**src/logic/hcsr_pkg.sv**
```systemverilog
// constants for the host configuration and status register bank
`default_nettype none
package hcsr_pkg;

  // register byte offsets
  localparam logic [7:0]  HCSR_OFF_BUS_ERR   = 8'h06;
  localparam logic [7:0]  HCSR_OFF_CHIP_CFG  = 8'h08;
  localparam logic [7:0]  HCSR_OFF_SA_LOW    = 8'h10;
  localparam logic [7:0]  HCSR_OFF_SA_MID    = 8'h12;
  localparam logic [7:0]  HCSR_OFF_SA_HIGH   = 8'h14;
  localparam logic [7:0]  HCSR_OFF_BUS_CLK   = 8'h20;

  // bus_error_status fields
  localparam int          HCSR_BES_FLAG_BIT  = 15;
  localparam int          HCSR_BES_VAL_LSB   = 11;

  // chip_configuration fields
  localparam int          HCSR_CFG_ENDIAN_BIT = 10;
  localparam int          HCSR_CFG_PROM_BIT   = 9;
  localparam int          HCSR_CFG_W8_BIT     = 7;
  localparam int          HCSR_CFG_W16_BIT    = 6;
  localparam int          HCSR_CFG_W32_BIT    = 5;
  localparam int          HCSR_CFG_PKG_BIT    = 3;

  // internal_bus_clock_control fields
  localparam int          HCSR_BCC_DRIVE_BIT = 6;
  localparam int          HCSR_BCC_SEL_BIT   = 2;
  localparam int          HCSR_BCC_DIV_LSB   = 0;
  localparam logic [15:0] HCSR_BCC_WR_MASK   = 16'h0047;

  // reset values
  localparam logic [15:0] HCSR_RST_WORD      = 16'h0000;
  localparam logic [3:0]  HCSR_RST_LANES     = 4'h0;
  localparam logic [1:0]  HCSR_RST_DIV       = 2'h0;

  // serial prom word map
  localparam logic [5:0]  HCSR_PROM_SA_FIRST = 6'h01;
  localparam logic [5:0]  HCSR_PROM_CFG_WORD = 6'h00;
  localparam logic [1:0]  HCSR_PROM_WORDS    = 2'h3;

  // timing
  localparam int          HCSR_CLK_MHZ       = 125;
  localparam int          HCSR_BUS_CLK_MHZ   = 125;
  localparam int          HCSR_DIV_BASE      = HCSR_CLK_MHZ / HCSR_BUS_CLK_MHZ;
  localparam logic [1:0]  HCSR_STRAP_SETTLE  = 2'h3;

  // loader states, gray order
  typedef enum logic [1:0] {
    HCSR_LD_IDLE = 2'b00,
    HCSR_LD_REQ  = 2'b01,
    HCSR_LD_DONE = 2'b11
  } hcsr_ld_state_t;

  // single lanes, aligned pairs and all four are legal
  function automatic logic hcsr_be_legal(input logic [3:0] be);
    case (be)
      4'h1, 4'h2, 4'h4, 4'h8, 4'h3, 4'hC, 4'hF: hcsr_be_legal = 1'b1;
      default:                                  hcsr_be_legal = 1'b0;
    endcase
  endfunction

endpackage
`default_nettype wire

```
**src/logic/hcsr_regs.sv**
```systemverilog
// host-visible configuration, bus error and station address registers
`timescale 1ns/100ps
`default_nettype none
// Notes on behaviour
// - writing one clears flag, zero leaves it
// - offsets 00-05, 0A-0F, 16-1F are reserved
// - illegal byte enables set sticky flag bit 15
// - bits 14..11 report offending byte enables 3..0
// - clock strap latched into bit 10 (endianness)
// - prom enable strap latched into bit 9
// - bits 7,6 width from prom or strap; bit 5 32-bit
// - bit 3 is package size; 8,4,2,1,0 read zero
// - address fetched from prom only when enabled
// - prom fetch starts at word 1 after reset
// - words 1,2,3 load low, middle, high registers
// - address registers host read/write, prom untouched
// - low register least, high register most significant
// - bus clock control defaults to 125 MHz, adjustable
module hcsr_regs
  import hcsr_pkg::*;
#(
  parameter bit IS_32BIT    = 1'b0,
  parameter bit PKG_128PIN  = 1'b1
)(
  // clock and reset
  input  wire logic        mclk_in,
  input  wire logic        rst_in,
  // host register port
  input  wire logic [7:0]  host_addr_in,
  input  wire logic [3:0]  host_be_in,
  input  wire logic        host_rd_in,
  input  wire logic        host_wr_in,
  input  wire logic [31:0] host_wdata_in,
  output logic [31:0]      host_rdata_out,
  // strap pins
  input  wire logic        serial_prom_clock_strap_in,
  input  wire logic        serial_prom_enable_strap_in,
  input  wire logic        serial_prom_data_in_strap_in,
  // serial prom word port
  output logic             prom_req_out,
  output logic [5:0]       prom_word_out,
  input  wire logic        prom_ack_in,
  input  wire logic [15:0] prom_data_in,
  // block outputs
  output logic [47:0]      station_address_out,
  output logic             little_endian_out,
  output logic             drive_strength_out,
  output logic             bus_clk_en_out,
  output logic             prom_load_busy_out
);

  // elaboration check: divider assumes core clock equals default bus clock
  if (HCSR_DIV_BASE != 1) begin : g_bad_clk
    $error("hcsr_regs: core clock must equal the default bus clock");
  end

  // strap synchronisers
  logic [2:0] strap_s1_q;
  logic [2:0] strap_s2_q;
  logic [1:0] settle_q;
  logic       capture;

  always_ff @(posedge mclk_in) begin
    strap_s1_q <= {serial_prom_data_in_strap_in, serial_prom_enable_strap_in, serial_prom_clock_strap_in};
    strap_s2_q <= strap_s1_q;
  end

  // capture once the synchronisers hold post-release pin levels
  always_ff @(posedge mclk_in) begin
    if (rst_in) begin
      settle_q <= 2'h0;
    end else if (settle_q != HCSR_STRAP_SETTLE) begin
      settle_q <= settle_q + 2'h1;
    end
  end
  assign capture = (settle_q == (HCSR_STRAP_SETTLE - 2'h1));

  // host access decode
  logic        access;
  logic        legal;
  logic        bad;
  logic [5:0]  dword;
  logic [31:0] wmask;

  assign access = host_rd_in | host_wr_in;
  assign legal  = hcsr_be_legal(host_be_in);
  assign bad    = access & ~legal;
  assign dword  = host_addr_in[7:2];
  assign wmask  = {{8{host_be_in[3]}}, {8{host_be_in[2]}}, {8{host_be_in[1]}}, {8{host_be_in[0]}}};

  // write hit on the 16-bit register at byte offset off
  function automatic logic wr_hit(input logic [7:0] off);
    wr_hit = host_wr_in && legal && (dword == off[7:2]) && (off[1] ? |host_be_in[3:2] : |host_be_in[1:0]);
  endfunction

  // merge the written lanes into a 16-bit register value
  function automatic logic [15:0] merge(input logic [7:0] off, input logic [15:0] cur);
    logic [15:0] m;
    logic [15:0] d;
    m = off[1] ? wmask[31:16] : wmask[15:0];
    d = off[1] ? host_wdata_in[31:16] : host_wdata_in[15:0];
    merge = (cur & ~m) | (d & m);
  endfunction

  // bus error status
  logic       flag_q;
  logic [3:0] lanes_q;
  logic       clr;
  logic [15:0] bes_wr;

  // functions read bus signals directly, so a process sees every change
  always_comb begin
    bes_wr = merge(HCSR_OFF_BUS_ERR, HCSR_RST_WORD);
    clr    = wr_hit(HCSR_OFF_BUS_ERR) && bes_wr[HCSR_BES_FLAG_BIT];
  end

  always_ff @(posedge mclk_in) begin
    if (rst_in) begin
      flag_q <= 1'b0;
    end else begin
      flag_q <= bad | (flag_q & ~clr);
    end
  end

  always_ff @(posedge mclk_in) begin
    if (rst_in) begin
      lanes_q <= HCSR_RST_LANES;
    end else if (bad && (!flag_q || clr)) begin
      lanes_q <= host_be_in;
    end
  end

  // chip configuration
  logic       endian_q;
  logic       prom_en_q;
  logic       w8_q;
  logic       w16_q;
  logic [15:0] cfg_word;

  always_ff @(posedge mclk_in) begin
    if (rst_in) begin
      endian_q  <= 1'b0;
      prom_en_q <= 1'b0;
    end else if (capture) begin
      endian_q  <= strap_s2_q[0];
      prom_en_q <= strap_s2_q[1];
    end
  end

  // prom loader
  logic        ld_start;
  logic        ld_wr;
  logic [1:0]  ld_sel;
  logic [15:0] ld_data;

  assign ld_start = capture && strap_s2_q[1];

  hcsr_prom_loader u_loader (
    .mclk_in       (mclk_in),
    .rst_in        (rst_in),
    .start_in      (ld_start),
    .busy_out      (prom_load_busy_out),
    .prom_req_out  (prom_req_out),
    .prom_word_out (prom_word_out),
    .prom_ack_in   (prom_ack_in),
    .prom_data_in  (prom_data_in),
    .ld_wr_out     (ld_wr),
    .ld_sel_out    (ld_sel),
    .ld_data_out   (ld_data)
  );

  always_ff @(posedge mclk_in) begin
    if (rst_in) begin
      w8_q  <= 1'b0;
      w16_q <= 1'b0;
    end else if (capture && !strap_s2_q[1]) begin
      w8_q  <= ~strap_s2_q[2];
      w16_q <= strap_s2_q[2];
    end else if (ld_wr && (ld_sel == HCSR_PROM_WORDS)) begin
      w8_q  <= ld_data[HCSR_CFG_W8_BIT];
      w16_q <= ld_data[HCSR_CFG_W16_BIT];
    end
  end

  always_comb begin
    cfg_word                      = HCSR_RST_WORD;
    cfg_word[HCSR_CFG_ENDIAN_BIT] = endian_q;
    cfg_word[HCSR_CFG_PROM_BIT]   = prom_en_q;
    cfg_word[HCSR_CFG_W8_BIT]     = w8_q;
    cfg_word[HCSR_CFG_W16_BIT]    = w16_q;
    cfg_word[HCSR_CFG_W32_BIT]    = IS_32BIT;
    cfg_word[HCSR_CFG_PKG_BIT]    = PKG_128PIN;
  end

  // station address: index 0 low, 1 middle, 2 high
  logic [15:0] sa_q [3];
  genvar gi;
  generate
    for (gi = 0; gi < 3; gi++) begin : g_sa
      localparam logic [7:0] OFF = HCSR_OFF_SA_LOW + 8'(2 * gi);
      always_ff @(posedge mclk_in) begin
        if (rst_in) begin
          sa_q[gi] <= HCSR_RST_WORD;
        end else if (ld_wr && (ld_sel == 2'(gi))) begin
          sa_q[gi] <= ld_data;
        end else if (wr_hit(OFF)) begin
          sa_q[gi] <= merge(OFF, sa_q[gi]);
        end
      end
    end
  endgenerate
  assign station_address_out = {sa_q[2], sa_q[1], sa_q[0]};

  // internal bus clock control
  logic [15:0] bcc_q;
  logic [1:0]  div_cnt_q;
  logic [1:0]  div_last;

  always_ff @(posedge mclk_in) begin
    if (rst_in) begin
      bcc_q <= HCSR_RST_WORD;
    end else if (wr_hit(HCSR_OFF_BUS_CLK)) begin
      bcc_q <= merge(HCSR_OFF_BUS_CLK, bcc_q) & HCSR_BCC_WR_MASK;
    end
  end
  assign drive_strength_out = bcc_q[HCSR_BCC_DRIVE_BIT];
  assign little_endian_out  = endian_q;

  // reserved divider code and reserved source fall back to divide by one
  assign div_last = (bcc_q[HCSR_BCC_SEL_BIT] || (bcc_q[HCSR_BCC_DIV_LSB +: 2] == 2'h3)) ? 2'h0
                  : bcc_q[HCSR_BCC_DIV_LSB +: 2];

  always_ff @(posedge mclk_in) begin
    if (rst_in) begin
      div_cnt_q <= HCSR_RST_DIV;
    end else if (div_cnt_q >= div_last) begin
      div_cnt_q <= HCSR_RST_DIV;
    end else begin
      div_cnt_q <= div_cnt_q + 2'h1;
    end
  end
  assign bus_clk_en_out = (div_cnt_q >= div_last);

  // register read
  function automatic logic [15:0] rd16(input logic [7:0] off);
    case (off)
      HCSR_OFF_BUS_ERR:  rd16 = {flag_q, lanes_q, 11'h000};
      HCSR_OFF_CHIP_CFG: rd16 = cfg_word;
      HCSR_OFF_SA_LOW:   rd16 = sa_q[0];
      HCSR_OFF_SA_MID:   rd16 = sa_q[1];
      HCSR_OFF_SA_HIGH:  rd16 = sa_q[2];
      HCSR_OFF_BUS_CLK:  rd16 = bcc_q;
      default:           rd16 = HCSR_RST_WORD;
    endcase
  endfunction

  always_ff @(posedge mclk_in) begin
    if (rst_in) begin
      host_rdata_out <= 32'h0000_0000;
    end else if (host_rd_in && legal) begin
      host_rdata_out <= {rd16({dword, 2'b10}), rd16({dword, 2'b00})} & wmask;
    end
  end

  logic bes_w32;
  assign bes_w32 = host_wr_in && (host_be_in == 4'hC) && (dword == HCSR_OFF_BUS_ERR[7:2]);
endmodule // hcsr_regs
`default_nettype wire

```
**src/logic/hcsr_prom_loader.sv**
```systemverilog
// sequencer that fetches station address and width words from the serial prom
`timescale 1ns/100ps
`default_nettype none
module hcsr_prom_loader
  import hcsr_pkg::*;
(
  // clock and reset
  input  wire logic        mclk_in,
  input  wire logic        rst_in,
  // control
  input  wire logic        start_in,
  output logic             busy_out,
  // prom word port
  output logic             prom_req_out,
  output logic [5:0]       prom_word_out,
  input  wire logic        prom_ack_in,
  input  wire logic [15:0] prom_data_in,
  // register load strobe
  output logic             ld_wr_out,
  output logic [1:0]       ld_sel_out,
  output logic [15:0]      ld_data_out
);

  hcsr_ld_state_t state_q;
  logic [1:0]     idx_q;

  assign busy_out      = (state_q == HCSR_LD_REQ);
  assign prom_req_out  = (state_q == HCSR_LD_REQ);
  // words 1..3 first, configuration word last
  assign prom_word_out = (idx_q == HCSR_PROM_WORDS) ? HCSR_PROM_CFG_WORD
                       : HCSR_PROM_SA_FIRST + {4'h0, idx_q};

  always_ff @(posedge mclk_in) begin
    if (rst_in) begin
      state_q <= HCSR_LD_IDLE;
      idx_q   <= 2'h0;
    end else begin
      case (state_q)
        HCSR_LD_IDLE: begin
          if (start_in) begin
            state_q <= HCSR_LD_REQ;
            idx_q   <= 2'h0;
          end
        end
        HCSR_LD_REQ: begin
          if (prom_ack_in) begin
            if (idx_q == HCSR_PROM_WORDS) begin
              state_q <= HCSR_LD_DONE;
            end
            idx_q <= idx_q + 2'h1;
          end
        end
        HCSR_LD_DONE: state_q <= HCSR_LD_DONE;
        default:      state_q <= HCSR_LD_IDLE;
      endcase
    end
  end

  always_ff @(posedge mclk_in) begin
    if (rst_in) begin
      ld_wr_out   <= 1'b0;
      ld_sel_out  <= 2'h0;
      ld_data_out <= HCSR_RST_WORD;
    end else begin
      ld_wr_out <= (state_q == HCSR_LD_REQ) && prom_ack_in;
      if ((state_q == HCSR_LD_REQ) && prom_ack_in) begin
        ld_sel_out  <= idx_q;
        ld_data_out <= prom_data_in;
      end
    end
  end

endmodule // hcsr_prom_loader
`default_nettype wire

```
**config.mk**
```make
export PLATFORM = sky130hd
export DESIGN_NAME = hcsr_regs
export DESIGN_NICKNAME = d
export VERILOG_FILES = /design/src/logic/hcsr_pkg.sv /design/src/logic/hcsr_regs.sv /design/src/logic/hcsr_prom_loader.sv
export SDC_FILE = /design/constraint.sdc
export NUM_CORES = 1
export LEC_CHECK = 0
export ABC_AREA = 1
export CAP_MARGIN = 20
export CORE_AREA = 2 2 113 115
export DETAILED_ROUTE_END_ITERATION = 16
export DIE_AREA = 0 0 115 117
export DONT_BUFFER_PORTS = 1
export PLACE_DENSITY_LB_ADDON = 0.15
export SLEW_MARGIN = 0
export SYNTH_ARGS = -nofsm -noshare
export SYNTH_HDL_FRONTEND = slang
export SYNTH_HIERARCHICAL = 1
export SYNTH_SLANG_ARGS = --single-unit
```
**constraint.sdc**
```tcl
create_clock -name mclk_in -period 1.9 [get_ports mclk_in]
set_input_delay 0.095 -clock mclk_in [delete_from_list [all_inputs] [get_ports mclk_in]]
set_output_delay 0.095 -clock mclk_in [all_outputs]
set_load 0.05 [all_outputs]
```
==> summary.txt <==
Run status
  – Status: complete, no violations

Placement
  – DP HPWL: 12.9 mm
  – Post-DP Area: 0.00677 sq mm
  – Placement Setup Slack: about 160 ps
  – Routability cong.: 0.847
  – Input/output buffers: 0

Timing
  – RSZ-0062 raised after global routing: false
  – Post-route worst setup slack: 123 ps
  – Final period utilization: 93.5%
  – Setup TNS: 0 ps
  – Final hold vios: 0
  – Clk_skew: 6.69 ps
  – Final number of setup-violating endpoints: 0
  – Clock period minus worst slack: 1780 ps
  – Max_slew headroom: 50.3%
  – Max-slew violations: 0
  – Worst slew pin tran: 742 ps
  – Hold WS: 6.54 ps
  – Fmax: between 0.5 and 0.6 GHz

Logic synthesis
  – Seq/Total Area, Yosys: between 40% and 50%
  – Cell variety after synth: 35
  – Top-area cell type share of the netlist area: about a quarter
  – Seq cells post-synth: approximately 130
  – Post-synthesis cell area: 0.00614 sq mm
  – Synth warn: 6
  – Synth area leaders: dfxtp_1 25%, edfxtp_1 23%, nand2_1 10%, nor2_1 8.9%, inv_1 5.1%
  – Syn Area/Cell: between 7 and 8 sq um
  – Synth Instances: 792
  – Cell taking the most area after synthesis: dfxtp_1

Layout
  – Layout cells sized above 1: 15.8%
  – Util after Layout: 65.0%
  – Reg area: between 0.003 and 0.004 sq mm
  – Net count, final: between 900 and 1000
  – Commonest cells after routing, fill and taps aside: 165 x nand2_1, 144 x nor2_1, 89 x buf_4, 84 x inv_1, 78 x dfxtp_1
  – Multi-input logic area: 0.00257 sq mm
  – Fillers: 1048
  – Post-route cell area: 0.00800 sq mm
  – Most common cell after layout, fill and taps aside: nand2_1
  – Syn-to-layout area delta: 30.3%
  – Diodes inserted: 0

Critical path
  – Cell Chain, Critical Path: dlygate4sd3_1 > buf_12 > inv_1 > nand3b_1 > nor2_4 > nand4_4 > buf_4 > nor2_1 > nor2_1
  – CP arrival: 1950 ps
  – Worst Setup Path Type: in -> reg
  – Worst R2R Path Depth: 8
  – Crit-path slowest cell: dlygate4sd3_1
  – Max Fanout on Critical Path: 16
  – Critical Path Source Type: input port
  – Worst r2r src: u_loader/ld_sel_out[0]
  – Critical Path RT: 2080 ps
  – Cell mode on critical path: nor2_1
  – Setup crit start: rst_in
  – CP endpoint kind: flip-flop
  – Crit-path max cell delay: 580 ps

Clocking
  – CTS root buffer: clkbuf_16
  – # H-tree levels: 4
  – Total CTS buffers: 17
  – Worst-Skew Late Latency: 420 ps
  – CTS tree: done
  – Reg clk slew, reported paths: roughly 50 ps
  – Clock sinks: 126
  – Max Root-Sink Buffers: 2
  – Post-CTS Setup Inserts: 0

Worst hold path
  – Min-delay src: host_be_in[0]
  – Hold Path Depth: 2
  – Hold Crit Class: in -> reg

Routing
  – Iteration-0 DRC Markers: approximately 570
  – DR vias: just under 6000
  – Drt drc: 0
  – Via density: 5.47
  – Pre-antenna DRT Iters: 7
  – Total Wirelength: approximately 19 mm
  – Post-detailed-route count of antenna-violating nets: 0
  – DR WL/cell: 17.5 um

Global route
  – First-pass GRT wire length: 29.0 mm
  – Vias in the first global route: about 5500
  – All-Layer GR Usage: 28.4%
  – Global route total overflow: 0
  – Initial antenna violation count: 0
  – Largest net degree at the start of global routing: 41

Floorplan
  – Core footprint: about 0.012 sq mm
  – Die Area: 0.0135 sq mm
  – Die Ht: 117 um
  – Die span in x: 115 um
  – Row cnt: 41
  – Ports: 159
  – Initial Util: 49.9%

Power and ir drop
  – Leak Pwr: 3.50 nW
  – Pwr Density: 880 mW/mm^2
  – Worst vdd ir: 0.487 mV

Run
  – Max cap viols: 0
## through the flow
stage                     total power [mW]  instances
after floorplan                       3.59        795
after global placement                3.73        990
after detailed placement              3.75        990
after CTS                             7.05       1081
after global routing                  7.28       1081
final                                 7.04       1081
## where the power goes
| part | internal (mW) | leakage [nW] | switching [mW] |
|---|---|---|---|
| Combinational | 0.268 | 2.06 | 0.581 |
| Clock | 2.05 | 0.301 | 1.14 |
| Sequential | 2.91 | 1.13 | 0.0974 |
## worst max-delay path: cells and delay by family
family	cells	cell delay, ps
buf+inv	4	1180
simple gates	5	670
## area by class of cell
type                    count  area share, %
flip-flops and latches    126           37.5
multi-input cells         536           32.2
repair buffers            150           16.4
clock buffers              27           7.19
inverters                  88           4.13
well taps                 150           2.35
clock inverters             4          0.250
## Yosys cell counts, drive strengths merged
cell type / n
o211ai: 1
a31oi: 1
clkbuf: 16
ha: 5
inv: 88
dfxtp: 78
buf: 29
nand4: 44
nand2: 169
nand3b: 2
conb: 1
nor3: 7
a21oi: 40
or2: 1
edfxtp: 48
nor3b: 3
nand3: 47
nor2: 152
xnor2: 1
o21ai: 39
o22ai: 20
## kinds of logic (layout without fill, tap and decap cells)
group	count (synthesis)	in the layout	synth area share (%)
AOI/OAI and AO/OA	101	101	8.70
xor gates and xnor gates	1	1	0.143
adders and majority gates	5	5	1.02
buffers and inverters	133	269	9.64
DFF	126	126	48.9
other	1	4	0.0611
and+or+nand+nor	425	425	31.5
## layer usage
layer	share of wire (%)	wire length (um)	GRT usage (%)	up-vias
li1	-	-	-	2843
met1	40	7630	34.8	2733
met2	48	9070	47.9	289
met3	8.4	1590	7.31	49
met4	3.1	591	12.2	0
met5	0	0	0	-
## path summary, 6_finish.rpt
check	slack, ps	end
min reg2reg	330	strap_s2_q[1]
max reg2reg	190	sa_q[2][5]
min	7	flip-flop
max	120	sa_q[2][5]
## timing repair
item,4_1_cts,5_1_grt
pin swaps,0,1
setup endpoints to repair,1,18
gates cloned,0,0
hold buffers,60,0
resized for setup,1,4
endpoints found under the hold margin,98,0
Note: power is estimated with default switching activity, not from simulation.
